`config.mk`:
```
export PLATFORM = sky130hd
export DESIGN_NAME = serial_program_instruction_port
export DESIGN_NICKNAME = d
export VERILOG_FILES = /design/src/pin_edge_sync.v /design/src/serial_program_instruction_port.v
export VERILOG_INCLUDE_DIRS = /design/src
export SDC_FILE = /design/constraint.sdc
export NUM_CORES = 1
export LEC_CHECK = 0
export CAP_MARGIN = 10
export CORE_UTILIZATION = 50
export DETAILED_ROUTE_END_ITERATION = 6
export DONT_BUFFER_PORTS = 1
export GPL_TIMING_DRIVEN = 0
export HOLD_SLACK_MARGIN = 0.1
export MAX_ROUTING_LAYER = met4
export SYNTH_ARGS = -nofsm -noshare
export SYNTH_HDL_FRONTEND = slang
export SYNTH_SLANG_ARGS = --single-unit
```
`constraint.sdc`:
```
create_clock -name clk_i -period 4.3 [get_ports clk_i]
set_clock_uncertainty 0.15 [all_clocks]
set_input_delay 1.075 -clock clk_i [delete_from_list [all_inputs] [get_ports clk_i]]
set_output_delay 1.075 -clock clk_i [all_outputs]
set_load 0.005 [all_outputs]
```
`src/serial_prog_map.vh`:
```
`ifndef SERIAL_PROG_MAP_VH
`define SERIAL_PROG_MAP_VH

`define OP_NOP        4'h0
`define OP_RD_BASE    2'h2
`define OP_WR_BASE    2'h3
`define PTR_KEEP      2'h0
`define PTR_POSTINC   2'h1
`define PTR_POSTDEC   2'h2
`define PTR_PREINC    2'h3
`define OPCODE_BITS   5'h04
`define WORD_BITS     5'h10
`define EXEC_CLKS     5'h04
`define RD_EXEC_CLKS  5'h08
`define RD_OUT_CLKS   5'h08
`define PTR_RESET     22'h000000
`define LATCH_RESET   8'h00

`endif

```
`src/pin_edge_sync.v`:
```
`timescale 1ns/1ns
module pin_edge_sync
(
	input  wire clk_i,
	input  wire reset_i,
	input  wire sclk_pin_i,
	input  wire sdata_pin_i,
	output reg  data_o,
	output reg  rise_o
);
	reg [1:0] clk_sync_r;
	reg [1:0] dat_sync_r;
	reg       clk_prev_r;

	// second stage only feeds logic; first stage stays isolated
	always @(posedge clk_i)
	begin
		if (reset_i)
		begin
			clk_sync_r <= 2'h0;
			dat_sync_r <= 2'h0;
			clk_prev_r <= 1'b0;
			data_o     <= 1'b0;
			rise_o     <= 1'b0;
		end
		else
		begin
			clk_sync_r <= {clk_sync_r[0], sclk_pin_i};
			dat_sync_r <= {dat_sync_r[0], sdata_pin_i};
			clk_prev_r <= clk_sync_r[1];
			rise_o     <= clk_sync_r[1] & ~clk_prev_r;
			data_o     <= dat_sync_r[1];
		end
	end
endmodule // pin_edge_sync

```
`src/serial_program_instruction_port.v`:
```
// Overview of operation
// RULE1 - programmer enters mode with high voltage on reset pin, clock and data low
// RULE2 - data bits are sampled on each rising serial clock edge
// RULE3 - instructions and data move least significant bit first both ways
// RULE4 - in this mode no instruction comes from program memory
// RULE5 - table pointer is the address, changed only by table op side effects
// RULE6 - next short opcode is shifted while previous instruction executes
// RULE7 - short opcode fills low four bits, upper twelve bits zero
// RULE8 - opcodes 1000..1011 are table reads: keep, post-inc, post-dec, pre-inc
// RULE9 - opcodes 1100..1111 are table writes: keep, post-inc, post-dec, pre-inc; code steps post-inc and post-dec with the write pulse, like pre-inc
// RULE10 - opcode 0000 is a no-op that loads a following 16-bit instruction
// RULE11 - other special opcodes execute as no-ops
// RULE12 - cpu idles under this machine, clocked only by the serial clock
// RULE13 - first serial clock transition after reset is discarded
// RULE14 - a forced idle op runs while the first opcode is shifted in
// RULE15 - after a no-op the cpu waits until 16 instruction bits arrive
// RULE16 - after a table write the cpu waits while 16 data bits arrive
// RULE17 - table read executes eight clocks, then latch shifts out eight clocks
// RULE18 - after sixteen clocks the next opcode is fetched during execution
// RULE19 - read-back is the 8-bit table latch on the data pin
// RULE20 - a loaded 16-bit instruction executes during the next four clocks
// RULE21 - programmer never sends table ops as full 16-bit instructions
// RULE22 - device drives data pin only during read-out half of a table read
`timescale 1ns/1ns
`include "serial_prog_map.vh"
module serial_program_instruction_port
(
	input  wire        clk_i,
	input  wire        reset_i,
	input  wire        prog_mode_i,
	input  wire        serial_clock_pin_i,
	input  wire        serial_data_pin_i,
	input  wire [7:0]  table_latch_i,
	output reg         serial_data_pin_o,
	output reg         serial_data_pin_oe_o,
	output reg         cpu_clk_pulse_o,
	output reg         cpu_exec_o,
	output reg         forced_idle_op_o,
	output reg  [15:0] instr_o,
	output reg         instr_valid_o,
	output reg         table_write_o,
	output reg         table_read_o,
	output reg  [15:0] write_data_o,
	output reg  [21:0] table_pointer_o
);
	localparam ST_IDLE  = 3'h0;
	localparam ST_FIRST = 3'h1;
	localparam ST_OPC   = 3'h2;
	localparam ST_WORD  = 3'h3;
	localparam ST_WDATA = 3'h4;
	localparam ST_REXEC = 3'h5;
	localparam ST_ROUT  = 3'h6;

	wire       din;
	wire       rise;
	reg  [2:0] state_r;
	reg  [2:0] state_nxt;
	reg  [4:0] cnt_r;
	reg  [15:0] shift_r;
	reg  [3:0] op_r;
	reg  [7:0] out_r;
	reg        exec_pend_r;
	reg        mode_q1_r;
	reg        mode_q2_r;
	reg        mode_prev_r;
	wire [15:0] shifted;
	wire [3:0] op_in;
	wire       op_is_rd;
	wire       op_is_wr;

	pin_edge_sync u_sync
	(
		.clk_i       (clk_i),
		.reset_i     (reset_i),
		.sclk_pin_i  (serial_clock_pin_i),
		.sdata_pin_i (serial_data_pin_i),
		.data_o      (din),
		.rise_o      (rise)
	);

	// rising edges only, lsb arrives first so shift right
	assign shifted  = {din, shift_r[15:1]}; // RULE2 RULE3
	assign op_in    = shifted[15:12];
	assign op_is_rd = (op_r[3:2] == `OP_RD_BASE); // RULE8
	assign op_is_wr = (op_r[3:2] == `OP_WR_BASE); // RULE9

	// mode level is from the high-voltage detector, another domain
	always @(posedge clk_i)
	begin
		if (reset_i)
		begin
			mode_q1_r   <= 1'b0;
			mode_q2_r   <= 1'b0;
			mode_prev_r <= 1'b0;
		end
		else
		begin
			mode_q1_r   <= prog_mode_i;
			mode_q2_r   <= mode_q1_r;
			mode_prev_r <= mode_q2_r;
		end
	end

	always @*
	begin
		state_nxt = state_r;
		case (state_r)
			ST_IDLE:
			begin
				if (mode_q2_r & ~mode_prev_r)
					state_nxt = ST_FIRST;
			end
			ST_FIRST:
			begin
				if (rise)
					state_nxt = ST_OPC; // RULE13
			end
			ST_OPC:
			begin
				if (rise && cnt_r == `OPCODE_BITS - 5'h01)
				begin
					if (op_in[3:2] == `OP_WR_BASE)
						state_nxt = ST_WDATA; // RULE16
					else if (op_in[3:2] == `OP_RD_BASE)
						state_nxt = ST_REXEC; // RULE17
					else if (op_in == `OP_NOP)
						state_nxt = ST_WORD; // RULE10 RULE15
					else
						state_nxt = ST_OPC; // RULE11
				end
			end
			ST_WORD, ST_WDATA:
			begin
				if (rise && cnt_r == `WORD_BITS - 5'h01)
					state_nxt = ST_OPC; // RULE18
			end
			ST_REXEC:
			begin
				if (rise && cnt_r == `RD_EXEC_CLKS - 5'h01)
					state_nxt = ST_ROUT;
			end
			ST_ROUT:
			begin
				if (rise && cnt_r == `RD_OUT_CLKS - 5'h01)
					state_nxt = ST_OPC; // RULE18
			end
			default:
				state_nxt = ST_IDLE;
		endcase
		if (!mode_q2_r)
			state_nxt = ST_IDLE;
	end

	always @(posedge clk_i)
	begin
		if (reset_i)
		begin
			state_r              <= ST_IDLE;
			cnt_r                <= 5'h00;
			shift_r              <= 16'h0000;
			op_r                 <= `OP_NOP;
			out_r                <= `LATCH_RESET;
			exec_pend_r          <= 1'b0;
			serial_data_pin_o    <= 1'b0;
			serial_data_pin_oe_o <= 1'b0;
			cpu_clk_pulse_o      <= 1'b0;
			cpu_exec_o           <= 1'b0;
			forced_idle_op_o     <= 1'b0;
			instr_o              <= 16'h0000;
			instr_valid_o        <= 1'b0;
			table_write_o        <= 1'b0;
			table_read_o         <= 1'b0;
			write_data_o         <= 16'h0000;
			table_pointer_o      <= `PTR_RESET;
		end
		else
		begin
			state_r       <= state_nxt;
			instr_valid_o <= 1'b0;
			table_write_o <= 1'b0;
			table_read_o  <= 1'b0;
			// cpu ticks only from the serial clock, never fetches on its own
			cpu_clk_pulse_o <= rise & cpu_exec_o; // RULE12 RULE4
			// undecoded opcode stays in fetch, so the bit count must restart
			if (state_r != state_nxt)
				cnt_r <= 5'h00;
			else if (rise && state_r == ST_OPC && cnt_r == `OPCODE_BITS - 5'h01)
				cnt_r <= 5'h00; // RULE11
			else if (rise)
				cnt_r <= cnt_r + 5'h01;
			if (rise)
				shift_r <= shifted;
			case (state_r)
				ST_IDLE:
				begin
					cpu_exec_o       <= 1'b0; // RULE12
					forced_idle_op_o <= 1'b0;
					exec_pend_r      <= 1'b0;
				end
				ST_FIRST:
				begin
					if (rise)
						forced_idle_op_o <= 1'b1; // RULE14
				end
				ST_OPC:
				begin
					// loaded word runs for four clocks while the opcode shifts
					if (rise && exec_pend_r && cnt_r == `EXEC_CLKS - 5'h01)
					begin
						cpu_exec_o  <= 1'b0; // RULE20 RULE6
						exec_pend_r <= 1'b0;
					end
					if (rise && cnt_r == `OPCODE_BITS - 5'h01)
					begin
						forced_idle_op_o <= 1'b0;
						op_r             <= op_in;
						// upper twelve bits forced low
						instr_o          <= {12'h000, op_in}; // RULE7
						cpu_exec_o       <= 1'b0; // RULE15 RULE16
						if (op_in[3:2] == `OP_RD_BASE)
						begin
							cpu_exec_o   <= 1'b1; // RULE17
							table_read_o <= 1'b1;
							instr_valid_o <= 1'b1;
							if (op_in[1:0] == `PTR_PREINC)
								table_pointer_o <= table_pointer_o + 22'h000001; // RULE5
						end
					end
				end
				ST_WORD:
				begin
					if (rise && cnt_r == `WORD_BITS - 5'h01)
					begin
						instr_o       <= shifted;
						instr_valid_o <= 1'b1;
						cpu_exec_o    <= 1'b1; // RULE20
						exec_pend_r   <= 1'b1;
					end
				end
				ST_WDATA:
				begin
					if (rise && cnt_r == `WORD_BITS - 5'h01 && op_is_wr)
					begin
						write_data_o  <= shifted;
						table_write_o <= 1'b1; // RULE16
						cpu_exec_o    <= 1'b1; // RULE6
						exec_pend_r   <= 1'b1;
						// pre-increment happens before the write address is used
						case (op_r[1:0])
							`PTR_POSTINC, `PTR_PREINC:
								table_pointer_o <= table_pointer_o + 22'h000001; // RULE9
							`PTR_POSTDEC:
								table_pointer_o <= table_pointer_o - 22'h000001;
							default:
								table_pointer_o <= table_pointer_o;
						endcase
					end
				end
				ST_REXEC:
				begin
					if (rise && cnt_r == `RD_EXEC_CLKS - 5'h01 && op_is_rd)
					begin
						out_r                <= table_latch_i; // RULE19
						serial_data_pin_o    <= table_latch_i[0]; // RULE3
						serial_data_pin_oe_o <= 1'b1; // RULE22
						cpu_exec_o           <= 1'b0;
						// post-step lands only once the execute half is over
						case (op_r[1:0])
							`PTR_POSTINC:
								table_pointer_o <= table_pointer_o + 22'h000001; // RULE8
							`PTR_POSTDEC:
								table_pointer_o <= table_pointer_o - 22'h000001;
							default:
								table_pointer_o <= table_pointer_o;
						endcase
					end
				end
				ST_ROUT:
				begin
					if (rise)
					begin
						out_r             <= {1'b0, out_r[7:1]};
						serial_data_pin_o <= out_r[1]; // RULE3 RULE19
						if (cnt_r == `RD_OUT_CLKS - 5'h01)
						begin
							serial_data_pin_oe_o <= 1'b0; // RULE22
							serial_data_pin_o    <= 1'b0;
						end
					end
				end
				default:
				begin
					cpu_exec_o <= 1'b0;
				end
			endcase
			// losing the mode voltage releases the pin whatever the state
			if (!mode_q2_r)
				serial_data_pin_oe_o <= 1'b0;
		end
	end
endmodule // serial_program_instruction_port

```
==> summary.txt <==
Run status
  – Status: finished clean

Layout
  – Fillers: approximately 900
  – Most frequent cells in the layout: 106 x dfxtp_1, 69 x nand2_1, 65 x a21oi_1
  – Layout area overhead: 7.781%
  – Post-route insts no fill: approximately 740
  – Final Core Density: 0.5641
  – Share of cells above drive strength 1: 0.03909
  – Antenna Cells: 0
  – Most common cell after layout, fill and taps aside: dfxtp_1
  – Nets@finish: approximately 630

Critical path
  – Critical R2R Launch: cnt_r[0]
  – Critical Path End Type: flip-flop
  – Crit path DAT: 3290 ps
  – Worst EP required: about 4400 ps
  – CP Max Fanout: 10
  – Reg2Reg Setup Slack: 1130 ps
  – Type of origin of the critical path: flip-flop
  – Setup CP Type: flip-flop to flip-flop
  – Setup crit start: cnt_r[0]

Clocking
  – CTS tree: done
  – Post-CTS Resized: 0
  – Setup Buffers After CTS: 0
  – Clk sinks: 106
  – Max clock buf depth: 2
  – Worst-Skew Late Latency: roughly 380 ps
  – # H-tree levels: 3
  – CTS buffer count: 9
  – Root Buffer: clkbuf_8
  – CTS Hold Bufs: 0
  – Worst-path clk slew: roughly 110 ps

Place
  – Pre-CTS WS: approximately 1200 ps
  – Number of port buffers: 0
  – DP Wirelength: about 9.1 mm
  – Inst Count DP: 727
  – GP Congestion: 0.9164

Logic synthesis
  – Synthesis warning total: 0
  – Ys flop type: dfxtp_1
  – Share of flip-flops with an asynchronous set or reset: 0
  – Synthesized net count: roughly 600
  – Sequential area share after synthesis: 0.4327
  – Post-synth cell types: between 60 and 70
  – Seq cells post-synth: around 110
  – Post-Synthesis Cell Area: a little under 5000 um2
  – Mapped Cells: around 600
  – Avg Cell Area, Syn: about 8.2 um2
  – EDFF count, synth: 0

Floorplanning
  – Ports: 75
  – Die W: 101.0 um
  – Starting utilization of the core area: 0.5234
  – Row Count: 35
  – Total Die Area: around 10000 um2
  – Core area: roughly 9400 um2
  – Die H: 101.0 um

STA
  – Slew @ Worst Pin: slightly above 1000 ps
  – TNS Setup: 0 ps
  – Pins Over Slew Limit: 0
  – Unrepaired setup endpoints after global routing: no
  – Hold Vio Cnt, Final: 0
  – Relative slew slack: 0.3204
  – Max Fclk: approximately 320 MHz
  – Final setup margin: ~1100 ps
  – Final min period: between 3000 and 4000 ps
  – Final setup violation count: 0
  – Tcrit/Tclk final: 0.7378

Global routing
  – Global-route wire length before repair: 20.56 mm
  – Initial antenna violation count: 0
  – Gr ovfl total: 0
  – Total GRT Usage: 0.2656
  – Largest net degree at the start of global routing: 21
  – Vias in the first global route: around 4000

Hold path
  – HP Class: flip-flop to flip-flop
  – Hold wc startpoint: u_sync.clk_prev_r

Detailed routing
  – Routed Antenna Nets: 0
  – Detailed-route via count: approximately 4400
  – Final WL: roughly 13 mm
  – TritonRoute pass-1 iters: 5
  – DR DRC count: 0
  – 1st-iter DRT viols: ~250
  – Via/cell ratio: around 5.9
  – Drt wl/cell: 17.28 um

Power
  – Power per cell area: between 300 and 400 nW/um2
  – Leakage power: approximately 1.7 nW
  – Peak VDD IR: between 200 and 250 uV
  – Total power draw: 1.695 mW

Run
  – # Max-Cap Violations: 0
[where the power goes]
group | internal, mW | switching, mW
registers | 0.986 | 0.00174
logic | 0.0111 | 0.0293
clock network | 0.286 | 0.382
total | 1.28 | 0.413
[kinds of logic (layout without fill, tap and decap cells)]
| family | Yosys count | in the layout | share of synthesized area |
|---|---|---|---|
| and+or+nand+nor | 260 | 260 | 0.2696 |
| AOI/OAI and AO/OA | 136 | 136 | 0.1722 |
| DFF | 106 | 106 | 0.4327 |
| buffers and inverters | 58 | 74 | 0.04515 |
| muxes | 27 | 27 | 0.05612 |
| adders and majority gates | 6 | 6 | 0.01531 |
| xor gates and xnor gates | 5 | 5 | 0.008928 |
[registers in the layout, indices dropped and copies added (netlist names), 2 cells and up]
name               count
table_pointer_o       22
u_sync.dat_sync_r      2
instr_o               16
write_data_o          16
u_sync.clk_sync_r      2
state_r                3
shift_r               15
out_r                  7
op_r                   4
cnt_r                  5
[cells in the mapped netlist (2+ instances only)]
master    instances  share of area
nand3b_1          3         0.0046
or3_1            17          0.022
ha_1              6          0.015
nor4_1            8          0.010
mux2_1            4         0.0092
buf_1             2         0.0015
and3_1            5         0.0064
or2_2             2         0.0026
a21oi_1          65          0.066
o21a_1            2         0.0031
o21ai_1          11          0.011
a211oi_1         11          0.017
nor3b_1           2         0.0031
clkbuf_1         41          0.031
buf_2             3         0.0031
and3b_1           3         0.0054
a31oi_1           5         0.0064
nor2_1           61          0.047
dfxtp_1         106           0.43
or4_1             8          0.012
nor2b_1          14          0.018
a311oi_1          7          0.013
xnor2_1           4         0.0071
o311ai_0          2         0.0036
o31ai_1           5         0.0077
a21boi_0          3         0.0046
nand2b_1          4         0.0051
inv_1            12         0.0092
nand4_1          24          0.031
nand2_1          69          0.053
nor3_1           16          0.016
mux2i_1          23          0.047
nand3_1          12          0.012
a22oi_1           4         0.0061
and2_1            3         0.0038
o21ai_0           5         0.0051
[path summary, 6_finish.rpt]
path / end / cells past startpoint
worst min-delay path: u_sync.rise_o / 1
worst max-delay path: table_pointer_o[20] / 9
worst max register to register: table_pointer_o[20] / 9
worst min register to register: u_sync.rise_o / 1
[final cells by class]
cell class                 instances  area (um2)  share of cell area
buffer                            46       176.4             0.03337
clock buffer                       9       123.9             0.02343
clock inverter                     7       96.34             0.01822
inverter                          12       45.04            0.008521
multi-input combinational        434        2561              0.4845
sequential                       106        2122              0.4014
tap                              129       161.4             0.03053
[critical path, cell delays in order, from the launching register on]
cell and delay [ps]:
dfxtp_1 390, ha_1 250, and3_1 180, ha_1 290, nand4_1 220, or3_1 400
a211o_1 290, buf_2 200, nor4_1 350, mux2_1 350
[layer usage]
layer | GRT usage | part of all wire
met1 | 0.3427 | 0.46
met2 | 0.4181 | 0.47
met3 | 0.04508 | 0.057
met4 | 0.09588 | 0.014
met5 | - | 0
[per-stage QoR]
step | instance area [um2] | hold slack, ps
after floorplan | 4905 | 217.4
after global placement | 5066 | 221.0
after detailed placement | 5066 | 228.5
after CTS | 5286 | 245.7
after global routing | 5286 | 270.1
final | 5286 | 241.6
Note: power is estimated with default switching activity, not from simulation.
